### src/rtl/irq_enable_pkg.sv
// Package: register map, field layout and types of the upper interrupt
// enable block (clear-enable view plus the shared set-enable path).
// Assumes a plain strobe register port on one clock, ref_clk, 20 MHz.
// Operation
// RULE1 - Writing one disables the matching line
// RULE2 - Writing zero leaves enable state unchanged
// RULE3 - Read returns enable state, one enabled
// RULE4 - Bits 24 to 27 map lines 56-59
// RULE5 - Software never writes one to reserved bits
// RULE6 - Reserved bits always read as zero
// RULE7 - All enable bits read zero after reset
// RULE8 - Shared enable storage gates lines to core
package irq_enable_pkg;

    // Register word indices (byte address is four times the index)
    localparam logic [3:0]  DisableUpperIdx = 4'h0;
    localparam logic [3:0]  EnableUpperIdx  = 4'h1;
    localparam logic [3:0]  PendingUpperIdx = 4'h2;

    // Field layout of the upper word
    localparam int          LineLsb   = 24;
    localparam int          LineCount = 4;
    localparam int          FirstLine = 56;

    // Reset values
    localparam logic [31:0] DisableUpperReset = 32'h0000_0000;
    localparam logic [LineCount-1:0] EnableReset = 4'h0;

    // Register port request
    typedef struct packed {
        logic [3:0]  addr;
        logic [31:0] wdata;
        logic        wr;
        logic        rd;
    } reg_req_type;

endpackage : irq_enable_pkg

### src/rtl/irq_enable_upper.sv
// Upper interrupt enable block: clear-enable and set-enable views of one
// shared enable store for lines 56..59, and gating of raw requests.
// Assumes raw interrupt requests come from logic on ref_clk.
`timescale 1ns/10ps
`default_nettype none
module irq_enable_upper (
    // Clock and reset
    input  wire logic ref_clk,
    input  wire logic rst,
    input  wire logic clkEn,
    // Register port
    input  wire logic [3:0]  regAddr,
    input  wire logic [31:0] regWdata,
    input  wire logic        regWr,
    input  wire logic        regRd,
    output var  logic [31:0] regRdata,
    // Interrupt lines
    input  wire logic [irq_enable_pkg::LineCount-1:0] irqRaw,
    output var  logic [irq_enable_pkg::LineCount-1:0] irqToCore,
    output var  logic [irq_enable_pkg::LineCount-1:0] irqEnabled
);
    typedef struct packed {
        logic [31:0] rdata;
        logic [irq_enable_pkg::LineCount-1:0] gated;
    } state_type;

    state_type state_q;
    state_type state_d;
    irq_enable_pkg::reg_req_type req;

    logic [irq_enable_pkg::LineCount-1:0] setStb;
    logic [irq_enable_pkg::LineCount-1:0] clrStb;
    logic [irq_enable_pkg::LineCount-1:0] enBits;
    logic [irq_enable_pkg::LineCount-1:0] wrLines;

    // Bundle the port
    always_comb begin
        req.addr  = regAddr;
        req.wdata = regWdata;
        req.wr    = regWr;
        req.rd    = regRd;
    end

    // Only bits 24..27 reach the store; bits 28..31 are dropped here
    // and a zero bit does nothing
    assign wrLines = req.wdata[irq_enable_pkg::LineLsb +:
                               irq_enable_pkg::LineCount]; // see RULE4
    assign clrStb = (req.wr &&
        req.addr == irq_enable_pkg::DisableUpperIdx)
        ? wrLines : '0; // see RULE1 see RULE2 see RULE5
    assign setStb = (req.wr &&
        req.addr == irq_enable_pkg::EnableUpperIdx)
        ? wrLines : '0;

    // One shared enable bit per line, reached from both views
    genvar i;
    generate
        for (i = 0; i < irq_enable_pkg::LineCount; i++) begin : g_line
            irq_enable_bit u_bit (
                .ref_clk (ref_clk),
                .rst     (rst),
                .clkEn   (clkEn),
                .setEn   (setStb[i]),
                .clrEn   (clrStb[i]),
                .enabled (enBits[i])
            ); // see RULE8
        end
    endgenerate

    // Read data next cycle; unmapped words and reserved bits read zero
    always_comb begin
        state_d       = state_q;
        state_d.rdata = irq_enable_pkg::DisableUpperReset;
        if (req.rd) begin
            case (req.addr)
                irq_enable_pkg::DisableUpperIdx,
                irq_enable_pkg::EnableUpperIdx: begin
                    state_d.rdata[irq_enable_pkg::LineLsb +:
                        irq_enable_pkg::LineCount] = enBits; // see RULE3 see RULE6
                end
                irq_enable_pkg::PendingUpperIdx: begin
                    state_d.rdata[irq_enable_pkg::LineLsb +:
                        irq_enable_pkg::LineCount] = irqRaw;
                end
                default: begin
                    state_d.rdata = irq_enable_pkg::DisableUpperReset;
                end
            endcase
        end
        // Registered gating keeps the core input glitch free
        state_d.gated = irqRaw & enBits; // see RULE8
    end

    always_ff @(posedge ref_clk or posedge rst) begin
        if (rst) begin
            state_q <= '0; // see RULE7
        end else if (clkEn) begin
            state_q <= state_d;
        end
    end

    assign regRdata   = state_q.rdata;
    assign irqToCore  = state_q.gated;
    assign irqEnabled = enBits;
endmodule : irq_enable_upper
`default_nettype wire

### src/rtl/irq_enable_bit.sv
// One enable bit per interrupt line, with set and clear strobes.
// Assumes strobes are same-clock single-cycle pulses.
`timescale 1ns/10ps
`default_nettype none
module irq_enable_bit (
    // Clock and reset
    input  wire logic ref_clk,
    input  wire logic rst,
    input  wire logic clkEn,
    // Control
    input  wire logic setEn,
    input  wire logic clrEn,
    // State
    output var  logic enabled
);
    typedef struct packed {
        logic en;
    } state_type;

    state_type state_q;
    state_type state_d;

    // Clear wins on a simultaneous write: software asked to disable
    always_comb begin
        state_d = state_q;
        if (setEn) begin
            state_d.en = 1'b1;
        end
        if (clrEn) begin
            state_d.en = 1'b0; // see RULE1
        end
    end

    // Lines start disabled
    always_ff @(posedge ref_clk or posedge rst) begin
        if (rst) begin
            state_q <= '0; // see RULE7
        end else if (clkEn) begin
            state_q <= state_d;
        end
    end

    assign enabled = state_q.en;
endmodule : irq_enable_bit
`default_nettype wire

### config.mk
export PLATFORM = sky130hd
export DESIGN_NAME = irq_enable_upper
export DESIGN_NICKNAME = d
export VERILOG_FILES = /design/src/rtl/irq_enable_pkg.sv /design/src/rtl/irq_enable_upper.sv /design/src/rtl/irq_enable_bit.sv
export SDC_FILE = /design/constraint.sdc
export NUM_CORES = 1
export LEC_CHECK = 0
export BUFFER_PORTS_ARGS = -buffer_cell sky130_fd_sc_hd__buf_4
export CORE_UTILIZATION = 37
export DETAILED_ROUTE_END_ITERATION = 12
export PLACE_DENSITY = 0.85
export SLEW_MARGIN = 20
export SYNTH_ARGS = -nofsm -noshare
export SYNTH_HDL_FRONTEND = slang
export SYNTH_SLANG_ARGS = --single-unit
### constraint.sdc
create_clock -name ref_clk -period 1.3 [get_ports ref_clk]
set_input_delay 0 -clock ref_clk [delete_from_list [all_inputs] [get_ports ref_clk]]
set_output_delay 0 -clock ref_clk [all_outputs]
set_load 0.005 [all_outputs]
==> reports/qor.txt <==
================================================================================
Cell type group with the largest total delay on the critical path . buffers and inverters
Crit path time final ..............................................    0.9834 ns
Avg Inst Size Synth ...............................................   9.104 um^2
Post-detailed-route count of antenna-violating nets ...............            0
Clock-pin slew on the worst setup and hold paths ..................      0.07 ns
First-pass iteration count of the detailed router .................            2
Clock tree from TritonCTS .........................................        built
Met1 global-route usage ...........................................       15.26%
R2r worst-path depth ..............................................            3
Type of the most critical hold path ............................... input pin to flip-flop
Largest net degree at the start of global routing .................           14
Post-CTS Hold Buffers .............................................            7
Yosys top cell area share .........................................       37.91%
DR DRC count ......................................................            0
GRT met3 Usage ....................................................       3.333%
Post-synth top flop ............................................... sky130_fd_sc_hd__dfrtp_1
Standard cell with the maximum stage delay on the critical path ... sky130_fd_sc_hd__dlygate4sd3_1
Area of the die ...................................................    2330 um^2
Static leakage .................................................... 0.0005155 uW
Fraction of the yosys area taken by sequential cells ..............       37.91%
Largest clock skew in the final design ............................  0.002008 ns
Worst Path Arrival ................................................      1.17 ns
Die boundary width ................................................     48.27 um
Buffering stage count on the worst path with inverters included ...            2
Most common cell in the netlist ................................... sky130_fd_sc_hd__buf_4
Number of antenna violations at the first check in global routing .            0
Hold Path Depth ...................................................            2
Cell type contributing the most total cell area after synthesis ... sky130_fd_sc_hd__dfrtp_1
Synthesized area ..................................................   792.0 um^2
Total number of vias ..............................................          569
Max-cap violation count ...........................................            0
Latest clock arrival within the worst-skew pair ...................      0.27 ns
Setup violations, final ...........................................            0
Yosys reg bits ....................................................           12
Total setup buffers inserted after CTS ............................            0
Setup repair after global routing missed its margin ...............        false
Final Worst Setup Slack ...........................................    0.3166 ns
Critical path peak fanout .........................................            5
Syn-to-layout area delta ..........................................       26.22%
Power density over the cells ...................................... 971.9 nW/um^2
Final period utilization ..........................................       75.65%
Detailed Place HPWL ...............................................      1084 um
Distinct cell type count after synthesis ..........................           13
Total overflow reported by the global router ......................            0
Boundary pin count ................................................           85
Core region area ..................................................    1982 um^2
Global-route layer with the greatest usage ........................         met2
DRC marker count from the first detailed-route iteration ..........            2
Number of enable-type register cells in the synthesized netlist ...            0
Number of hold violations in the final report .....................            0
PostCTS Resize Cnt ................................................            0
Fmax ..............................................................     1017 MHz
Core Rows .........................................................           16
Drt total wl ......................................................      1356 um
Synth top cells by count .......................................... sky130_fd_sc_hd__buf_4, sky130_fd_sc_hd__dfrtp_1, sky130_fd_sc_hd__inv_1
Vias in the first global route ....................................          485
Ratio of routed vias to standard cells ............................        3.871
Logic depth of the worst setup path including buffers .............            5
Pre-CTS WS ........................................................    0.2514 ns
Deepest clock path buffer count ...................................            2
Share of cells above drive strength 1 .............................       27.50%
Delay contributed by the slowest stage of the critical path .......      0.53 ns
Met2 demand-to-capacity share in global routing ...................       21.07%
Worst vdd rail ir drop ............................................    0.5413 mV
Setup TNS .........................................................         0 ns
Class of the most critical setup path ............................. input pin to flip-flop
Number of instances in the synthesized netlist ....................           87
Routed wire length per instance ...................................     9.224 um
Count of synthesis-stage warnings from yosys ......................            0
Max H-tree Level ..................................................            1
Status ............................................................ finished clean
Vertical die dimension ............................................     48.27 um
Chain of cells forming the critical path .......................... dlygate4sd3_1 -> buf_4 -> nor2b_1 -> a21oi_1 -> o22ai_1
Total global-route track usage ....................................       12.81%
Wire length of the first global-routing pass ......................      1987 um
Total of buffers placed on input and output ports .................           28
Starting Density ..................................................       39.96%
Number of buffers inserted during clock tree synthesis ............            3
Final weighted congestion of routability-driven global placement ..       0.7075
Antenna diode instance count ......................................            0
Layout net count ..................................................          166
Endpoint class of the critical path ...............................    flip-flop
Setup crit start kind .............................................    input pin
CTS root buf ...................................................... sky130_fd_sc_hd__clkbuf_4
Data required, critical path ......................................      1.49 ns
Share of flip-flops with an asynchronous set or reset .............       100.0%
Count of clock tree sinks .........................................           12
Total count of max-transition violations in the final report ......            0
Synth top area cells .............................................. sky130_fd_sc_hd__dfrtp_1, sky130_fd_sc_hd__buf_4, sky130_fd_sc_hd__mux2_1, sky130_fd_sc_hd__nand3_1, sky130_fd_sc_hd__nor2b_1
================================================================================
[final cells by class]
cell class	count	area [um^2]
Timing Repair Buffer	35	280.3
Multi-Input combinational cell	60	315.3
Tap cell	27	33.78
Inverter	9	33.78
Fill cell	191	982.2
Sequential cell	12	300.3
Clock buffer	4	36.28
[worst register-to-register path: stages (launching register included)]
cell and delay [ns]:
sky130_fd_sc_hd__dfrtp_1 0.41, sky130_fd_sc_hd__nor2b_1 0.14, sky130_fd_sc_hd__a21oi_1 0.12, sky130_fd_sc_hd__o22ai_1 0.09
[layout by cell type, fill, tap and decap left out]
master                          count
sky130_fd_sc_hd__clkbuf_4           3
sky130_fd_sc_hd__clkbuf_8           1
sky130_fd_sc_hd__nand2_1            1
sky130_fd_sc_hd__o21ai_0            4
sky130_fd_sc_hd__conb_1            28
sky130_fd_sc_hd__inv_1              9
sky130_fd_sc_hd__dlygate4sd3_1      7
sky130_fd_sc_hd__buf_4             28
sky130_fd_sc_hd__mux2_1             4
sky130_fd_sc_hd__nor2b_1            6
sky130_fd_sc_hd__a21oi_1            4
sky130_fd_sc_hd__dfrtp_1           12
sky130_fd_sc_hd__nand3_1            8
sky130_fd_sc_hd__nor3b_4            1
sky130_fd_sc_hd__o22ai_1            4
[worst paths after layout]
kind                                    startpoint                      end  slack [ns]
setup / recovery                        regAddr[0]             regRdata[27]        0.32
min in group asynchronous                      rst             regRdata[26]        0.29
hold reg to reg                       irqToCore[3]             irqToCore[3]        0.53
hold / removal                               clkEn             irqToCore[3]        0.02
max in group asynchronous                      rst  g_line[2].u_bit.enabled        0.70
setup reg to reg           g_line[0].u_bit.enabled             regRdata[24]        0.43
[registers in the layout (all words and copies together) (netlist names)]
register and flops:
irqToCore 4, regRdata 4, g_line.u_bit.enabled 4
[metal layers]
metal / share of wire, % / routed length [um]
met1: 41 / 559
met2: 51 / 685
met3: 7.8 / 106
met4: 0.37 / 5
met5: 0 / 0
[report_power, final]
group / leakage, uW / internal (uW) / switching (uW)
Clock: 0.0000210 / 170 / 121
Sequential: 0.000160 / 416 / 33.8
Combinational: 0.000334 / 134 / 97.0
Total: 0.000515 / 720 / 252
[cells by family after synthesis]
| kind of cell | count (synthesis) | synth area share, % |
|---|---|---|
| muxes | 4 | 5.687 |
| DFF | 12 | 37.91 |
| and+or+nand+nor | 16 | 12.64 |
| other | 1 | 0.4735 |
| AOI/OAI and AO/OA | 12 | 8.215 |
| buffers and inverters | 42 | 35.07 |
[through the flow]
step	hold slack, ns	cell area (um^2)	power, uW	util [%]	std cells
6_report	0.01937	999.7	971.6	50.44	147
5_1_grt	0.01508	999.7	1032	50.44	147
4_1_cts	0.001339	999.7	983.6	50.44	147
3_5_place_dp	0.04010	893.4	673.5	45.08	136
3_3_place_gp	0.01744	893.4	666.5	45.08	136
2_1_floorplan	-0.1353	893.4	637.4	-	114
No activity file was read; power rests on OpenSTA's default activity.
